### src/inc/async_tx_cfg.svh
// constants for the asynchronous serial transmitter
`ifndef ASYNC_TX_CFG_SVH
`define ASYNC_TX_CFG_SVH

// register offsets
`define TX_STATUS_CONTROL_OFS 4'h0
`define RX_STATUS_CONTROL_OFS 4'h1
`define BAUD_CONTROL_OFS 4'h2
`define BAUD_LOW_OFS 4'h3
`define BAUD_HIGH_OFS 4'h4
`define TRANSMIT_BUFFER_OFS 4'h5
`define PERIPH_FLAG_ONE_OFS 4'h6
`define PERIPH_IRQ_EN_ONE_OFS 4'h7

// field positions
`define TSC_TX_ENABLE 0
`define TSC_CLOCKED_MODE 1
`define TSC_NINE_BIT 2
`define TSC_NINTH_DATA 3
`define TSC_EMPTY 4
`define TSC_BUSY 5
`define RSC_PORT_ON 7
`define BC_POLARITY 0
`define BC_WIDE 1
`define PF_EMPTY 0
`define PIE_EMPTY 0

// reset values and data bit counts
`define BAUD_LOW_RST 8'h00
`define BAUD_HIGH_RST 8'h00
`define DATA_BITS_SHORT 4'h8
`define DATA_BITS_LONG 4'h9

`endif

### src/inc/async_tx_pkg.sv
// types for the asynchronous serial transmitter
package async_tx_pkg;

  // gray order along idle -> start -> data -> stop
  typedef enum logic [1:0] {
    TX_IDLE = 2'b00,
    TX_START = 2'b01,
    TX_DATA = 2'b11,
    TX_STOP = 2'b10
  } tx_fsm_t;

  typedef logic [7:0] byte_t;

endpackage

### src/rtl/async_serial_transmitter.sv
// asynchronous serial transmitter with register port
`include "async_tx_cfg.svh"
`timescale 1ns/1ns
`default_nettype none

module async_serial_transmitter #(
  parameter int ADDR_W = 4
) (
  // clock and reset
  input wire logic core_clk,
  input wire logic rst_n,
  // register port
  input wire logic [ADDR_W-1:0] addr,
  input wire async_tx_pkg::byte_t wr_data,
  input wire logic wr_en,
  input wire logic rd_en,
  output logic [7:0] rd_data,
  // serial line
  output logic serial_out_clock_pin,
  output logic serial_out_clock_pin_oe_n,
  // interrupt request
  output logic tx_irq_req
);
  import async_tx_pkg::*;

  // ------------------------------------------------------------
  // state
  // ------------------------------------------------------------
  typedef struct packed {
    tx_fsm_t fsm;
    logic tx_enable;
    logic clocked_mode;
    logic nine_bit;
    logic ninth_data;
    logic serial_port_on;
    logic line_polarity_select;
    logic wide_baud;
    logic tx_empty_irq_enable;
    logic [7:0] baud_low;
    logic [7:0] baud_high;
    logic [8:0] transmit_buffer_reg;
    logic buf_full;
    logic [8:0] transmit_shift_reg;
    logic [3:0] bit_cnt;
    logic frame_nine;
    logic [15:0] baud_cnt;
    logic line;
    logic oe_n;
    logic tx_buffer_empty_flag;
    logic irq;
    logic [7:0] rd_data;
  } state_t;

  localparam state_t STATE_RST = '{
    fsm: TX_IDLE,
    tx_enable: 1'b0,
    clocked_mode: 1'b0,
    nine_bit: 1'b0,
    ninth_data: 1'b0,
    serial_port_on: 1'b0,
    line_polarity_select: 1'b0,
    wide_baud: 1'b0,
    tx_empty_irq_enable: 1'b0,
    baud_low: `BAUD_LOW_RST,
    baud_high: `BAUD_HIGH_RST,
    transmit_buffer_reg: 9'h000,
    buf_full: 1'b0,
    transmit_shift_reg: 9'h000,
    bit_cnt: 4'h0,
    frame_nine: 1'b0,
    baud_cnt: 16'h0000,
    line: 1'b1,
    oe_n: 1'b1,
    tx_buffer_empty_flag: 1'b0,
    irq: 1'b0,
    rd_data: 8'h00
  };

  state_t s;
  state_t next_s;

  logic active;
  logic tick;
  logic [15:0] divisor;
  logic level;
  logic buf_write;
  logic queued;

  // ------------------------------------------------------------
  // helpers
  // ------------------------------------------------------------
  function automatic logic is_ofs(input logic [ADDR_W-1:0] a, input logic [3:0] ofs);
    is_ofs = (a == ADDR_W'(ofs));
  endfunction

  function automatic logic [7:0] read_mux(input state_t st, input logic [ADDR_W-1:0] a);
    logic [7:0] v;
    v = 8'h00;
    if (is_ofs(a, `TX_STATUS_CONTROL_OFS))
    begin
      v[`TSC_TX_ENABLE] = st.tx_enable;
      v[`TSC_CLOCKED_MODE] = st.clocked_mode;
      v[`TSC_NINE_BIT] = st.nine_bit;
      v[`TSC_NINTH_DATA] = st.ninth_data;
      v[`TSC_EMPTY] = st.tx_buffer_empty_flag;
      v[`TSC_BUSY] = (st.fsm != TX_IDLE);
    end
    else if (is_ofs(a, `RX_STATUS_CONTROL_OFS))
      v[`RSC_PORT_ON] = st.serial_port_on;
    else if (is_ofs(a, `BAUD_CONTROL_OFS))
    begin
      v[`BC_POLARITY] = st.line_polarity_select;
      v[`BC_WIDE] = st.wide_baud;
    end
    else if (is_ofs(a, `BAUD_LOW_OFS))
      v = st.baud_low;
    else if (is_ofs(a, `BAUD_HIGH_OFS))
      v = st.baud_high;
    else if (is_ofs(a, `PERIPH_FLAG_ONE_OFS))
      v[`PF_EMPTY] = st.tx_buffer_empty_flag;
    else if (is_ofs(a, `PERIPH_IRQ_EN_ONE_OFS))
      v[`PIE_EMPTY] = st.tx_empty_irq_enable;
    read_mux = v;
  endfunction

  // ------------------------------------------------------------
  // next state
  // ------------------------------------------------------------
  always_comb
  begin
    next_s = s;
    active = s.tx_enable & ~s.clocked_mode & s.serial_port_on;
    divisor = s.wide_baud ? {s.baud_high, s.baud_low} : {8'h00, s.baud_low};
    tick = (s.baud_cnt == 16'h0000);
    buf_write = wr_en & is_ofs(addr, `TRANSMIT_BUFFER_OFS);
    // a character beside an idle shifter moves on at the next edge, so only
    // a queue behind a busy shifter counts against the empty flag
    queued = s.buf_full & (s.fsm != TX_IDLE);

    // software-writable control; flag registers are not writable
    if (wr_en)
    begin
      if (is_ofs(addr, `TX_STATUS_CONTROL_OFS))
      begin
        next_s.tx_enable = wr_data[`TSC_TX_ENABLE];
        next_s.clocked_mode = wr_data[`TSC_CLOCKED_MODE];
        next_s.nine_bit = wr_data[`TSC_NINE_BIT];
        next_s.ninth_data = wr_data[`TSC_NINTH_DATA];
      end
      if (is_ofs(addr, `RX_STATUS_CONTROL_OFS))
        next_s.serial_port_on = wr_data[`RSC_PORT_ON];
      if (is_ofs(addr, `BAUD_CONTROL_OFS))
      begin
        next_s.line_polarity_select = wr_data[`BC_POLARITY];
        next_s.wide_baud = wr_data[`BC_WIDE];
      end
      if (is_ofs(addr, `BAUD_LOW_OFS))
        next_s.baud_low = wr_data;
      if (is_ofs(addr, `BAUD_HIGH_OFS))
        next_s.baud_high = wr_data;
      if (is_ofs(addr, `PERIPH_IRQ_EN_ONE_OFS))
        next_s.tx_empty_irq_enable = wr_data[`PIE_EMPTY];
    end

    // baud generator: one bit is divisor+1 cycles
    next_s.baud_cnt = tick ? divisor : s.baud_cnt - 16'h0001;

    unique case (s.fsm)
      TX_IDLE:
      begin
        if (s.buf_full)
        begin
          // the shift register is only ever fed from the buffer
          next_s.transmit_shift_reg = s.transmit_buffer_reg;
          next_s.buf_full = 1'b0;
          next_s.frame_nine = s.nine_bit;
          next_s.baud_cnt = divisor;
          next_s.fsm = TX_START;
        end
      end
      TX_START:
      begin
        if (tick)
        begin
          next_s.bit_cnt = 4'h0;
          next_s.fsm = TX_DATA;
        end
      end
      TX_DATA:
      begin
        if (tick)
        begin
          next_s.transmit_shift_reg = {1'b0, s.transmit_shift_reg[8:1]};
          next_s.bit_cnt = s.bit_cnt + 4'h1;
          if (s.bit_cnt == (s.frame_nine ? `DATA_BITS_LONG : `DATA_BITS_SHORT) - 4'h1)
            next_s.fsm = TX_STOP;
        end
      end
      TX_STOP:
      begin
        if (tick)
        begin
          // a queued character skips idle: handed over on the same edge
          if (s.buf_full)
          begin
            next_s.transmit_shift_reg = s.transmit_buffer_reg;
            next_s.buf_full = 1'b0;
            next_s.frame_nine = s.nine_bit;
            next_s.baud_cnt = divisor;
            next_s.fsm = TX_START;
          end
          else
            next_s.fsm = TX_IDLE;
        end
      end
    endcase

    // a write in the hand-over cycle is queued behind the loaded one
    if (buf_write && active)
    begin
      next_s.transmit_buffer_reg = {s.ninth_data, wr_data};
      next_s.buf_full = 1'b1;
    end

    // disabling drops the frame and any queued character
    if (!active)
    begin
      next_s.fsm = TX_IDLE;
      next_s.buf_full = 1'b0;
      next_s.bit_cnt = 4'h0;
    end

    unique case (next_s.fsm)
      TX_IDLE: level = 1'b1;
      TX_START: level = 1'b0;
      TX_DATA: level = next_s.transmit_shift_reg[0];
      TX_STOP: level = 1'b1;
    endcase
    // in clocked mode the polarity bit has another meaning
    next_s.line = level ^ (next_s.line_polarity_select & ~next_s.clocked_mode);
    next_s.oe_n = ~next_s.serial_port_on;

    // flag lags the buffer by one extra cycle, so a poll right after
    // a write still sees the old value
    next_s.tx_buffer_empty_flag = active & ~queued;
    next_s.irq = s.tx_buffer_empty_flag & s.tx_empty_irq_enable;
    next_s.rd_data = rd_en ? read_mux(s, addr) : 8'h00;
  end

  always_ff @(posedge core_clk)
  begin
    if (!rst_n)
      s <= STATE_RST;
    else
      s <= next_s;
  end

  assign rd_data = s.rd_data;
  assign serial_out_clock_pin = s.line;
  assign serial_out_clock_pin_oe_n = s.oe_n;
  assign tx_irq_req = s.irq;

  logic inv;
  assign inv = s.line_polarity_select & ~s.clocked_mode;
endmodule

`default_nettype wire

### config.mk
export PLATFORM = sky130hd
export DESIGN_NAME = async_serial_transmitter
export DESIGN_NICKNAME = d
export VERILOG_FILES = /design/src/inc/async_tx_pkg.sv /design/src/rtl/async_serial_transmitter.sv
export VERILOG_INCLUDE_DIRS = /design/src /design/src/inc
export SDC_FILE = /design/constraint.sdc
export NUM_CORES = 1
export LEC_CHECK = 0
export BUFFER_PORTS_ARGS = -buffer_cell sky130_fd_sc_hd__buf_4
export CORE_ASPECT_RATIO = 0.8
export CORE_MARGIN = 4
export CORE_UTILIZATION = 35
export DETAILED_ROUTE_END_ITERATION = 7
export PLACE_DENSITY = 0.58
export SYNTH_ARGS = -nofsm -noshare
export SYNTH_HDL_FRONTEND = slang
export SYNTH_SLANG_ARGS = --single-unit
export TNS_END_PERCENT = 30
### constraint.sdc
create_clock -name core_clk -period 4.75 [get_ports core_clk]
set_input_delay 0.2375 -clock core_clk [delete_from_list [all_inputs] [get_ports core_clk]]
set_output_delay 0.2375 -clock core_clk [all_outputs]
set_load 0.05 [all_outputs]
## Word-level counts from Yosys, hierarchy flattened

Cells that the tools add are included.

- Bits in writable memories: 0
- Latch bits: 0
- Output and inout port bits: 11
- Bits in registers: 78
- ROM bits: 0
- Memories: 0
- Input port bits: 16
- Word-level logic and storage cells: 124

- Div/mod/pow operators: 0
- Bitwise logic cells: 14
- Magnitude comparators: 0
- Equality and inequality tests: 18
- Shift operators: 0
- Multiplexer cells: 40
- Reduce and logical (&&, ||, !) cells: 24
- Multipliers: 0
- Add/sub/neg operators: 3

Operator list:

| cell | number |
|---|---|
| 17-bit two-way mux | 2 |
| 17-bit case mux with 2 select lines | 1 |
| 16-bit two-way mux | 2 |
| 9-bit case mux with 3 select lines | 1 |
| 8-bit two-way mux | 3 |
| 23-bit two-way mux | 1 |
| 6-bit two-way mux | 3 |
| 2-bit AND reduction | 9 |
| 4-bit by 3-bit == test with 1-bit output, second input constant | 4 |
| 16-bit logical NOT | 1 |
| 2-bit two-way mux | 8 |
| 16-bit by 1-bit subtractor with 16-bit output, second input constant | 1 |
| 13-bit two-way mux | 1 |
| 10-bit two-way mux | 1 |
| 1-bit two-way mux | 9 |
| 9-bit two-way mux | 1 |
| 2-bit == test, second input constant | 4 |
| 4-bit by 2-bit == test with 1-bit output, second input constant | 2 |
| 2-bit case mux with 4 select lines | 1 |
| 4-bit case mux with 2 select lines | 1 |
| 1-bit bitwise AND | 7 |
| 7-bit two-way mux | 1 |
| 2-bit != test, second input constant | 3 |
| 1-bit NOT | 6 |
| 20 further kinds | 26 |

## Depth between registers and ports, before layout

Gate-level depths: netlist (run 1).

- Word-level depth: 11
- Gate-level depth with buffers: 9
- Depth with buffers taken out: 8

## Worst setup path before layout (run 1)

Ideal clock, no wire load.

- Kind: reg-to-reg
- Start: register s[12] (netlist name)
- End: register s, in the netlist serial_out_clock_pin
- Slack: 2542 ps
- Period minus slack after synthesis: 2208 ps
- Arrival: 2137 ps
- Setup time: 72 ps
- Cell stages (with the launch flop): 10
- Cell sequence: dfxtp_1 > inv_1 > ha_1 > or4b_1 > or4_4 > buf_6 > nand2_2 > o22ai_1 > a211oi_2 > mux2i_1

- Longest elaborated chain between the ends: 8
- Elaborated cells on any way between the ends: 16
- Classes of those cells: eq/ne (3); mux (9); bitwise (1); reduce/logical (3)

RTL lines:

| item | RTL line | text |
|---|---|---|
| start: declaration | async_serial_transmitter.sv:79 | `state_t s;` |
| start signal: assignment | async_serial_transmitter.sv:255 | `s <= next_s;` |
| 16-bit logical NOT (*) | async_serial_transmitter.sv:134 | `tick = (s.baud_cnt == 16'h0000);` |
| 2-bit two-way mux, on equally long branches | async_serial_transmitter.sv:201, async_serial_transmitter.sv:183, async_serial_transmitter.sv:191 |  |
| 2-bit case mux with 4 select lines | async_serial_transmitter.sv:168 | `unique case (s.fsm)` |
| 2-bit two-way mux | async_serial_transmitter.sv:226 | `if (!active)` |
| 2-bit == test / 2-bit logical NOT (equally long branches) | async_serial_transmitter.sv:233 | `unique case (next_s.fsm)` |
| 2-bit OR reduction (no line) | -- |  |
| 1-bit case mux with 3 select lines (*) | async_serial_transmitter.sv:233 |  |
| 1-bit XOR (*) | async_serial_transmitter.sv:240 | `next_s.line = level ^ (next_s.line_polarity_select & ~next_s.clocked_mode);` |

Mark *: on every way between the ends. The rest lies on a longest branch, timed or not. The select of a mux whose other input is x is not followed.
A chain may end at the register's enable or synchronous reset.

## Worst setup path after layout (run 1)

- Start: register s[12] (netlist name)
- End: register s[28] (netlist name)

- Longest elaborated chain between the ends: 3

RTL lines:

| item | RTL line |
|---|---|
| 16-bit logical NOT | async_serial_transmitter.sv:134 |
| 2-bit != test (no line) | -- |
| 2-bit AND reduction (no line) | -- |

No other way between the ends.

==> metrics.txt, run 1 <==
total setup buffers inserted after CTS 0; fin crit share 0.5064; Crit path largest cell delay 0.53 ns; Finished Core Util 0.4226; clk slew on worst S/H paths 0.06 ns; Hold WS 0.1798 ns; number of diodes 0; Resize count post-CTS 0; final setup margin 2.344 ns; EDFF count, synth 0; Slew HR 0.3654; Fmax 415.7 MHz; vias in the first global route 2,787; CTS tree built; Crit-path slowest cell or4_4; initial antenna violation count 0; starting density of the core 0.3667; hold path start rd_en; sequential share of the synthesized area 0.4323; Synth area leaders dfxtp_1, mux2i_1, nor2_1; Worst Path Max Fanout 11; RR Startpoint s[12]; Syn Area/Cell 8.768 sq um; Final Critical Period 2.406 ns; final slew viol count 0; post-route ant nets 0; CTS Buffer Depth 2; post-route design area 4163 sq um; Die X 121.6 um; die area 12,020 sq um; DRT Wirelength 8.736 mm; Nets 440; final setup vio count 0; post-synthesis cell count 412; Main synth FF type dfxtp_1; placed cells 546; core region area 9849 sq um; Area after DPL 3840 sq um; GRT Util Overall 0.1529; RSZ-0062 raised after global routing false; Layout Skew 0.009392 ns; Leak 1.643 nW; Num CTS Buffers 9; Hold WC Path Type in2reg; clock root buffer clkbuf_16; vias after detailed routing 2,943; RR Endpoint s[28]; commonest cells in the netlist dfxtp_1, nor2_1, mux2i_1; largest net degree at the start of global routing 52; setup_tns 0 ns; pre-CTS setup slack 2.359 ns; Hold Path Sink rd_data[1]; hold-fix buffers at CTS 0; startpoint types flip-flop; RePlAce Congestion 0.7898; Die Span Y 98.87 um; gr ovfl total 0; share of cells above drive strength 1 0.1412; worst slew pin tran 0.9484 ns; Initial DRT Pass Iterations 5; 1st-iter DRT viols 214; CTS Sinks 78; DRC viols 0; Req. time, crit path 4.95 ns; r2r setup slk 2.34 ns; share of the synthesized area in the top cell type 0.4323; Post-DP HPWL 6.305 mm; outcome finished, final reports clean; Reg2Reg Depth 8; Yosys warning total 0; area leader, netlist dfxtp_1; Critical Path, Cell by Cell inv_1 -> ha_1 -> or4b_1 -> or4_4 -> and2_2 -> nor2_4 -> mux2i_1 -> nor2_1; CP top delay family simple AND/OR/NAND/NOR gates; first-pass GRT wire length 14.64 mm; buffer and inverter count on the worst path 1; Overall Power 1.984 mW; via-per-instance ratio 5.246; type of destination of the critical path flip-flop; Layout area overhead 15.24%; clk_lat worst skew 0.33 ns; Hold Path Depth 3; top-count cell post-synth dfxtp_1; WL/cell 15.57 um; final non-filler cell total 561; WS Path Type reg2reg; post-synth net total 431; asr flop ratio synth 0; final hold vios 0; Cell Rows 32; synthesized flop and latch total 78; # fillers 1,004; Crit path arrival time 2.60 ns; Post-Syn Area 3612 sq um; VDD IR-drop max 0.1998 mV; Netlist cell types 57; P per Cell Area 476.7 nW/um^2; MaxCap Viol Count 0; # port buffers 26; I/O pin count 27; H-tree level count 3
## sequential cells by signal (all words and copies together), names as in the netlist
| signal | cells |
|---|---|
| tx_irq_req | 1 |
| s | 67 |
| serial_out_clock_pin_oe_n | 1 |
| rd_data | 8 |
| serial_out_clock_pin | 1 |
## layout make-up
class	count	area (sq um)	area share
Clock buffer	11	252.7	0.06072
Clock inverter	4	70.07	0.01683
Inverter	7	26.28	0.006312
Multi-Input combinational cell	297	1872	0.4497
Sequential cell	78	1562	0.3751
Tap cell	136	170.2	0.04088
Timing Repair Buffer	28	210.2	0.05050
## worst reg2reg max path: stages, from the launching register on
cell and delay, ns:
dfxtp_1 0.34, inv_1 0.09, ha_1 0.14, or4b_1 0.50, or4_4 0.53, and2_2 0.26
nor2_4 0.17, mux2i_1 0.20, nor2_1 0.05
## logic make-up (layout without fill, tap and decap cells)
group,Yosys count,after routing,synth area share
flops,78,78,0.4323
mux,41,41,0.1146
compound gates,77,77,0.1403
fa+ha+maj,3,3,0.01039
simple gates,165,165,0.2262
xor+xnor,11,11,0.02667
buf+inv,37,50,0.04953
## report_power, final
group          total [mW]  leakage [nW]  internal (mW)  switching, mW
Sequential          0.774         0.632          0.713         0.0604
Combinational       0.475         0.850          0.201          0.274
Clock               0.735         0.161          0.484          0.252
Total                1.98          1.64           1.40          0.586
## cell usage in the layout, fill, tap and decap left out, types with 2 or more instances in the layout
master     Yosys  final
dfxtp_1       78     78
nor2_1        73     73
mux2i_1       38     38
nand2_1       29     29
buf_4          8     28
a21oi_1       22     22
o21ai_0       14     14
nand3_1       11     11
a211oi_1      11     11
clkbuf_16      0      9
nor3_1         8      8
inv_1          7      7
xnor2_1        6      6
nand2b_1       5      5
xor2_1         5      5
a31oi_1        5      5
or3_1          4      4
nor4_1         4      4
and2_1         4      4
a222oi_1       4      4
or4_4          3      3
nand3b_1       3      3
and3_1         3      3
mux2_2         3      3
a22oi_1        3      3
a311oi_1       3      3
o221ai_1       3      3
ha_1           3      3
and3b_1        2      2
o22ai_1        2      2
or2_2          2      2
a21o_1         2      2
clkbuf_8       0      2
clkinv_2       0      2
bufinv_16      0      2
## per-layer routing
metal / share of wire / global-route usage
met1: 0.50 / 0.2277
met2: 0.45 / 0.2221
met3: 0.044 / 0.03787
met4: 0.0062 / 0.03359
met5: 0 / 0
## worst max-delay path by stage
stage	from	depth (start not counted)	end	slack, ns
final	s[12]	8	s[28]	2.34
after detailed placement	s[12]	8	s[28]	2.36
after global placement	s[12]	8	s[28]	2.39
after global routing	s[12]	8	serial_out_clock_pin	2.10
after CTS	s[12]	8	s[28]	2.34
after floorplan	s[12]	9	serial_out_clock_pin	2.54
Note: power is estimated with default switching activity, not from simulation.
==> run 2, diff against run 1 <==
Settings changed: ABC_AREA from default to 1, PLACE_DENSITY 0.58 to 0.6.
Clock period 4.75 ns to 2 ns, I/O delays scaled along.
==> run 2 against run 1 <==
Compared with the run above: die area increased by 12%; highest routed layer unchanged; fmax grew 37%; routed wire length up 22%; register-to-register slack got worse by 2.1 ns; combinational power rose to 4.1 times the previous value; non-clock buffer count is 4 higher.
==> metrics.txt, run 2 <==
outcome finished, final reports clean (unchanged); pre-CTS setup slack 0.2620 ns (was 2.359 ns); RePlAce Congestion 0.8878 (was 0.7898); Initial DRT Pass Iterations 5 (unchanged); type of destination of the critical path flip-flop (unchanged); area leader, netlist dfxtp_1 (unchanged); commonest cells in the netlist nand2_1, dfxtp_1, inv_1 (was dfxtp_1, nor2_1, mux2i_1); RSZ-0062 raised after global routing false (unchanged); Post-DP HPWL 8.192 mm (was 6.305 mm); Yosys warning total 0 (unchanged); Die X 128.7 um (was 121.6 um); Post-Synth Adder-Cell Area 0.009208 (was 0.01039); hold-fix buffers at CTS 0 (unchanged); Layout area overhead 13.57% (was 15.24%); RR Endpoint s[38] (was s[28]); first-pass GRT wire length 17.28 mm (was 14.64 mm); met3 Usage GRT 0.03491 (was 0.03787); WS Path Type reg2reg (unchanged); MaxCap Viol Count 0 (unchanged); post-route ant nets 0 (unchanged); Hold WS 0.07144 ns (was 0.1798 ns); number of diodes 0 (unchanged); VDD IR-drop max 0.5050 mV (was 0.1998 mV); vias in the first global route 3,537 (was 2,787); multiplexer share of the synthesized area 0.002455 (was 0.1147); Syn Area/Cell 6.863 sq um (was 8.768 sq um); Area after DPL 4339 sq um (was 3840 sq um); post-route design area 4629 sq um (was 4163 sq um); Final Critical Period 1.760 ns (was 2.406 ns); Reg2Reg Depth 9 (was 8); Synth area leaders dfxtp_1, nand2_1, inv_1 (was dfxtp_1, mux2i_1, nor2_1); asr flop ratio synth 0 (unchanged); Nets 630 (was 440); Netlist cell types 41 (was 57); number of flip-flops in the largest register 67 (unchanged); Main synth FF type dfxtp_1 (unchanged); most common cell after layout, fill and taps aside nand2_1 (was dfxtp_1); final slew viol count 0 (unchanged); Worst Path Max Fanout 11 (unchanged); # port buffers 26 (unchanged); Leak 2.048 nW (was 1.643 nW); sequential share of the synthesized area 0.3831 (was 0.4323); starting density of the core 0.3657 (was 0.3667); clk slew on worst S/H paths 0.06 ns (about the same); Req. time, crit path 2.22 ns (was 4.95 ns); die area 13,450 sq um (was 12,020 sq um); DRC viols 0 (unchanged); synthesized flop and latch total 78 (unchanged); P per Cell Area 1168 nW/um^2 (was 476.7 nW/um^2); post-synthesis xor/xnor area fraction 0.02149 (was 0.02667); post-synthesis cell count 594 (was 412); Hold WC Path Type in2reg (unchanged); Crit path arrival time 1.98 ns (was 2.60 ns); DRT Wirelength 10.69 mm (was 8.736 mm); simple-gate share of the synthesized area 0.3069 (was 0.2262); Resize count post-CTS 0 (unchanged); GRT Util Overall 0.1587 (was 0.1529); final setup vio count 0 (unchanged); share of the synthesized area in the top cell type 0.3831 (was 0.4323); vias after detailed routing 3,818 (was 2,943); Slew HR 0.6019 (was 0.3654); main combinational cell family by area after synthesis simple AND/OR/NAND/NOR gates (unchanged); # fillers 1,154 (was 1,004); grt met2 use 0.2230 (was 0.2221); hold path start rd_en (unchanged); Most Crowded Layer GR met1 (unchanged); CTS Sinks 78 (unchanged); final non-filler cell total 759 (was 561); r2r setup slk 0.24 ns (was 2.34 ns); Hold Path Depth 3 (unchanged); met1 Usage GRT 0.2411 (was 0.2277); CTS Buffer Depth 2 (unchanged); complex-gate fraction of the synthesized area 0.1599 (was 0.1403); via-per-instance ratio 5.030 (was 5.246); I/O pin count 27 (unchanged); clk_lat worst skew 0.33 ns (about the same); H-tree level count 3 (unchanged); gr ovfl total 0 (unchanged); final setup margin 0.2400 ns (was 2.344 ns); placed cells 744 (was 546); core region area 11,150 sq um (was 9849 sq um); Num CTS Buffers 9 (unchanged); Most flops, register s (unchanged); Layout Skew 0.003710 ns (was 0.009392 ns); post-synth net total 613 (was 431); clock root buffer clkbuf_16 (unchanged); fin crit share 0.8800 (was 0.5064); worst slew pin tran 0.5965 ns (was 0.9484 ns); Die Span Y 104.5 um (was 98.87 um); share of cells above drive strength 1 0.1366 (was 0.1412); top-count cell post-synth nand2_1 (was dfxtp_1); CTS tree built (unchanged); Hold Path Sink rd_data[1] (unchanged); Post-Syn Area 4076 sq um (was 3612 sq um); RR Startpoint s[12] (unchanged); initial antenna violation count 0 (unchanged); Cell Rows 34 (was 32); 1st-iter DRT viols 293 (was 214); total setup buffers inserted after CTS 0 (unchanged); EDFF count, synth 0 (unchanged); Fmax 568.2 MHz (was 415.7 MHz); startpoint types flip-flop (unchanged); setup_tns 0 ns (unchanged); final hold vios 0 (unchanged); largest net degree at the start of global routing 38 (was 52); WL/cell 14.08 um (was 15.57 um); commonest non-fill, non-tap cells in the layout nand2_1, dfxtp_1, inv_1 (was dfxtp_1, nor2_1, mux2i_1)
[run 2: changes by cell type after synthesis, moves of 5 or more]
cell      previous run  this run
nand2b_1             5         0
nand3_1             11        46
mux2i_1             38         1
inv_2                0         9
nand2_1             29       122
o21ai_0             14        50
inv_1                7        75
nor2_2               1         7
a21oi_1             22        44
o21ai_1              0         6
nor2_4               1         8
nor2_1              73        66
clkbuf_1            16         9
a211oi_1            11         3
[run 2: worst max-delay path by stage]
| stage | start | to | slack [ns] | cells past startpoint |
|---|---|---|---|---|
| 2_1_floorplan | s[12] | serial_out_clock_pin | 0.51 | 11 |
| 3_3_place_gp | s[12] | s[41] | 0.32 | 9 |
| 3_5_place_dp | s[12] | s[38] | 0.26 | 9 |
| 4_1_cts | s[12] | s[38] | 0.24 | 9 |
| 5_1_grt | s[12] | s[26] | 0.07 | 14 |
| 6_report | s[12] | s[38] | 0.24 | 9 |
[run 2: area by class of cell]
class	instances	area, sq um	share of cell area
inverter	85	319.1	0.06892
multi-input combinational	405	2038	0.4403
sequential	78	1562	0.3373
clock inverter	4	47.55	0.01027
timing repair buffer	32	240.2	0.05189
tap	144	180.2	0.03892
clock buffer	11	242.7	0.05243
[run 2: metal layers]
layer	up-vias	part of all wire
met3	13	0.052
met4	0	0.015
met1	1762	0.52
met5	-	0
li1	1940	-
met2	103	0.41
[run 2: cell families after synthesis]
| kind of cell | count (synthesis) |
|---|---|
| flip-flops | 78 |
| buffers and inverters | 111 |
| AND/OR/NAND/NOR | 272 |
| multiplexers | 1 |
| AO/OA/AOI/OAI | 119 |
| XOR/XNOR | 10 |
| adder cells (fa/ha/maj) | 3 |
[run 2: per-stage QoR]
stage            util  power, mW
2_1_floorplan       -      3.398
3_3_place_gp   0.3893      3.770
3_5_place_dp   0.3893      3.807
4_1_cts        0.4154      5.417
5_1_grt        0.4154      5.794
6_report       0.4154      5.406
[run 2: report_power, final]
group,internal (mW),leakage (nW),switching (mW)
sequential,1.70,0.632,0.129
clock,0.989,0.141,0.619
combinational,0.677,1.27,1.29
[run 2: critical path, stage by stage, from the launching register on]
cell and delay (ns):
dfxtp_1 0.30, inv_1 0.09, ha_1 0.20, nand2_1 0.06, nor2_1 0.16, nand3_1 0.18
nand2_1 0.33, o21ai_1 0.13, a21oi_1 0.14, nor2_1 0.06
==> run 3, diff against run 2 <==
Settings changed: CORE_UTILIZATION 35 to 52, PLACE_DENSITY 0.6 to 0.8.
==> run 3 against run 2 <==
Compared with the run above: clock power fell by 27%; global-route usage up 6.5 points; routed wire length decreased by 4.7%; register-to-register slack better by 0.03 ns; sequential power barely moved.
==> metrics.txt, run 3 (synthesis results as in run 2) <==
Cell Rows 28 (was 34); I/O pin count 27 (unchanged); fin crit share 0.8666 (was 0.8800); GRT Util Overall 0.2239 (was 0.1587); Slew HR 0.5998 (was 0.6019); final non-filler cell total 721 (was 759); commonest non-fill, non-tap cells in the layout nand2_1, dfxtp_1, inv_1 (unchanged); MaxCap Viol Count 0 (unchanged); Final Critical Period 1.733 ns (was 1.760 ns); internal power 2.965 mW (was 3.371 mW); r2r setup slk 0.27 ns (was 0.24 ns); Worst Path Max Fanout 11 (unchanged); via-per-instance ratio 5.402 (was 5.030); Crit path largest cell delay 0.31 ns (was 0.33 ns); Fmax 577.0 MHz (was 568.2 MHz); most used cell, CP nand2_1; Post-DP HPWL 7.666 mm (was 8.192 mm); vias in the first global route 3,542 (was 3,537); Num CTS Buffers 9 (unchanged); Hold WC Path Type in2reg (unchanged); CP startpoint s[12] (unchanged); Req. time, crit path 2.21 ns (was 2.22 ns); RSZ-0062 raised after global routing false (unchanged); Crit path arrival time 1.94 ns (was 1.98 ns); outcome finished, final reports clean (unchanged); Layout Skew 0.01088 ns (was 0.003710 ns); Seq. cell area 1562 sq um (unchanged); Leak 2.003 nW (was 2.048 nW); initial antenna violation count 0 (unchanged); CTS Buffer Depth 2 (unchanged); share of cells above drive strength 1 0.1380 (was 0.1366); clock root buffer clkbuf_8 (was clkbuf_16); RR Endpoint s[41] (was s[38]); Layout area overhead 10.16% (was 13.57%); final hold vios 0 (unchanged); final setup vio count 0 (unchanged); Die Span Y 87.19 um (was 104.5 um); Hold WS 0.05173 ns (was 0.07144 ns); post-route design area 4491 sq um (was 4629 sq um); setup_tns 0 ns (unchanged); core region area 7497 sq um (was 11,150 sq um); 1st-iter DRT viols 295 (was 293); largest net degree at the start of global routing 29 (was 38); clk slew on worst S/H paths 0.08 ns (was 0.06 ns); P per Cell Area 1101 nW/um^2 (was 1168 nW/um^2); final slew viol count 0 (unchanged); Stages on worst setup path 9 (unchanged); Reg2Reg Depth 9 (unchanged); most common cell after layout, fill and taps aside nand2_1 (unchanged); Critical Path Sink s[41] (was s[38]); post-route ant nets 0 (unchanged); final setup margin 0.2668 ns (was 0.2400 ns); DRT Wirelength 10.18 mm (was 10.69 mm); RR Startpoint s[12] (unchanged); startpoint types flip-flop (unchanged); pre-CTS setup slack 0.3294 ns (was 0.2620 ns); sw frac 0.4003 (was 0.3764); starting density of the core 0.5437 (was 0.3657); Crit-path slowest cell nand2_1 (unchanged); Critical Path, Cell by Cell inv_1 -> ha_1 -> nand2_1 -> nor2_1 -> nand3_1 -> nand2_1 -> o21ai_0 -> nand2_1 -> a21oi_1 (was inv_1 -> ha_1 -> nand2_1 -> nor2_1 -> nand3_1 -> nand2_1 -> o21ai_1 -> a21oi_1 -> nor2_1); CTS tree built (unchanged); die area 9328 sq um (was 13,450 sq um); CTS Sinks 78 (unchanged); Area after DPL 4290 sq um (was 4339 sq um); WL/cell 14.12 um (was 14.08 um); clock share of power 0.240 (was 0.297); gr ovfl total 0 (unchanged); # port buffers 26 (unchanged); WS Path Type reg2reg (unchanged); DRC viols 0 (unchanged); number of diodes 0 (unchanged); worst slew pin tran 0.5996 ns (was 0.5965 ns); CP top delay family simple AND/OR/NAND/NOR gates (unchanged); Nets 630 (unchanged); hold-fix buffers at CTS 0 (unchanged); clk_lat worst skew 0.35 ns (was 0.33 ns); net switching power 1.979 mW (was 2.035 mW); first-pass GRT wire length 16.64 mm (was 17.28 mm); Die X 107.0 um (was 128.7 um); placed cells 705 (was 744); Resize count post-CTS 0 (unchanged); Initial DRT Pass Iterations 6 (was 5); Flop pwr share 0.371 (was 0.339); # fillers 693 (was 1,154); VDD IR-drop max 0.5071 mV (was 0.5050 mV); type of destination of the critical path flip-flop (unchanged); total setup buffers inserted after CTS 0 (unchanged); H-tree level count 3 (unchanged); RePlAce Congestion 0.9020 (was 0.8878); buffer and inverter count on the worst path 1 (unchanged); Most flops, register s (unchanged); multi-input logic area 2038 sq um (unchanged); vias after detailed routing 3,895 (was 3,818); Logic pwr share 0.389 (was 0.363); number of flip-flops in the largest register 67 (unchanged)
==> run 3: worst min path at each step <==
stage | from | to | cells after the start
3_5_place_dp | wr_data[6] | s[58] | 3
3_3_place_gp | wr_data[1] | s[74] | 3
2_1_floorplan | wr_data[1] | s[74] | 2
5_1_grt | wr_data[6] | s[58] | 3
6_report | wr_data[1] | s[74] | 3
4_1_cts | wr_data[6] | s[58] | 3
==> run 3: layer usage <==
metal / track usage / share of wire
met5: 0 / 0
met4: 0.06736 / 0.020
met3: 0.05263 / 0.084
met2: 0.3640 / 0.46
met1: 0.2985 / 0.43
==> run 3: cell type report <==
type                            instances  share of cell area
Clock inverter                          6             0.01616
Multi-Input combinational cell        405              0.4539
Clock buffer                           10             0.02842
Timing Repair Buffer                   32             0.05350
Sequential cell                        78              0.3477
Inverter                               85             0.07105
Tap cell                              105             0.02926
==> run 3: power groups by stage <==
stage	Combinational (mW)	Sequential, mW	Clock (mW)
floorplan	1.56	1.84	0
global placement	1.85	1.87	0
detailed placement	1.90	1.87	0
CTS	1.91	1.83	1.19
global route	2.20	1.86	1.25
finish	1.92	1.83	1.18
==> run 3: metrics by stage <==
step	util	power, mW
after floorplan	-	3.398
after global placement	0.5723	3.716
after detailed placement	0.5723	3.770
after CTS	0.5990	4.935
after global routing	0.5990	5.305
final	0.5990	4.944
==> run 3: worst reg2reg max path, cell delays in order (launching register included) <==
cell	delay, ns
dfxtp_1	0.30
inv_1	0.10
ha_1	0.20
nand2_1	0.06
nor2_1	0.15
nand3_1	0.18
nand2_1	0.31
o21ai_0	0.15
nand2_1	0.08
a21oi_1	0.06
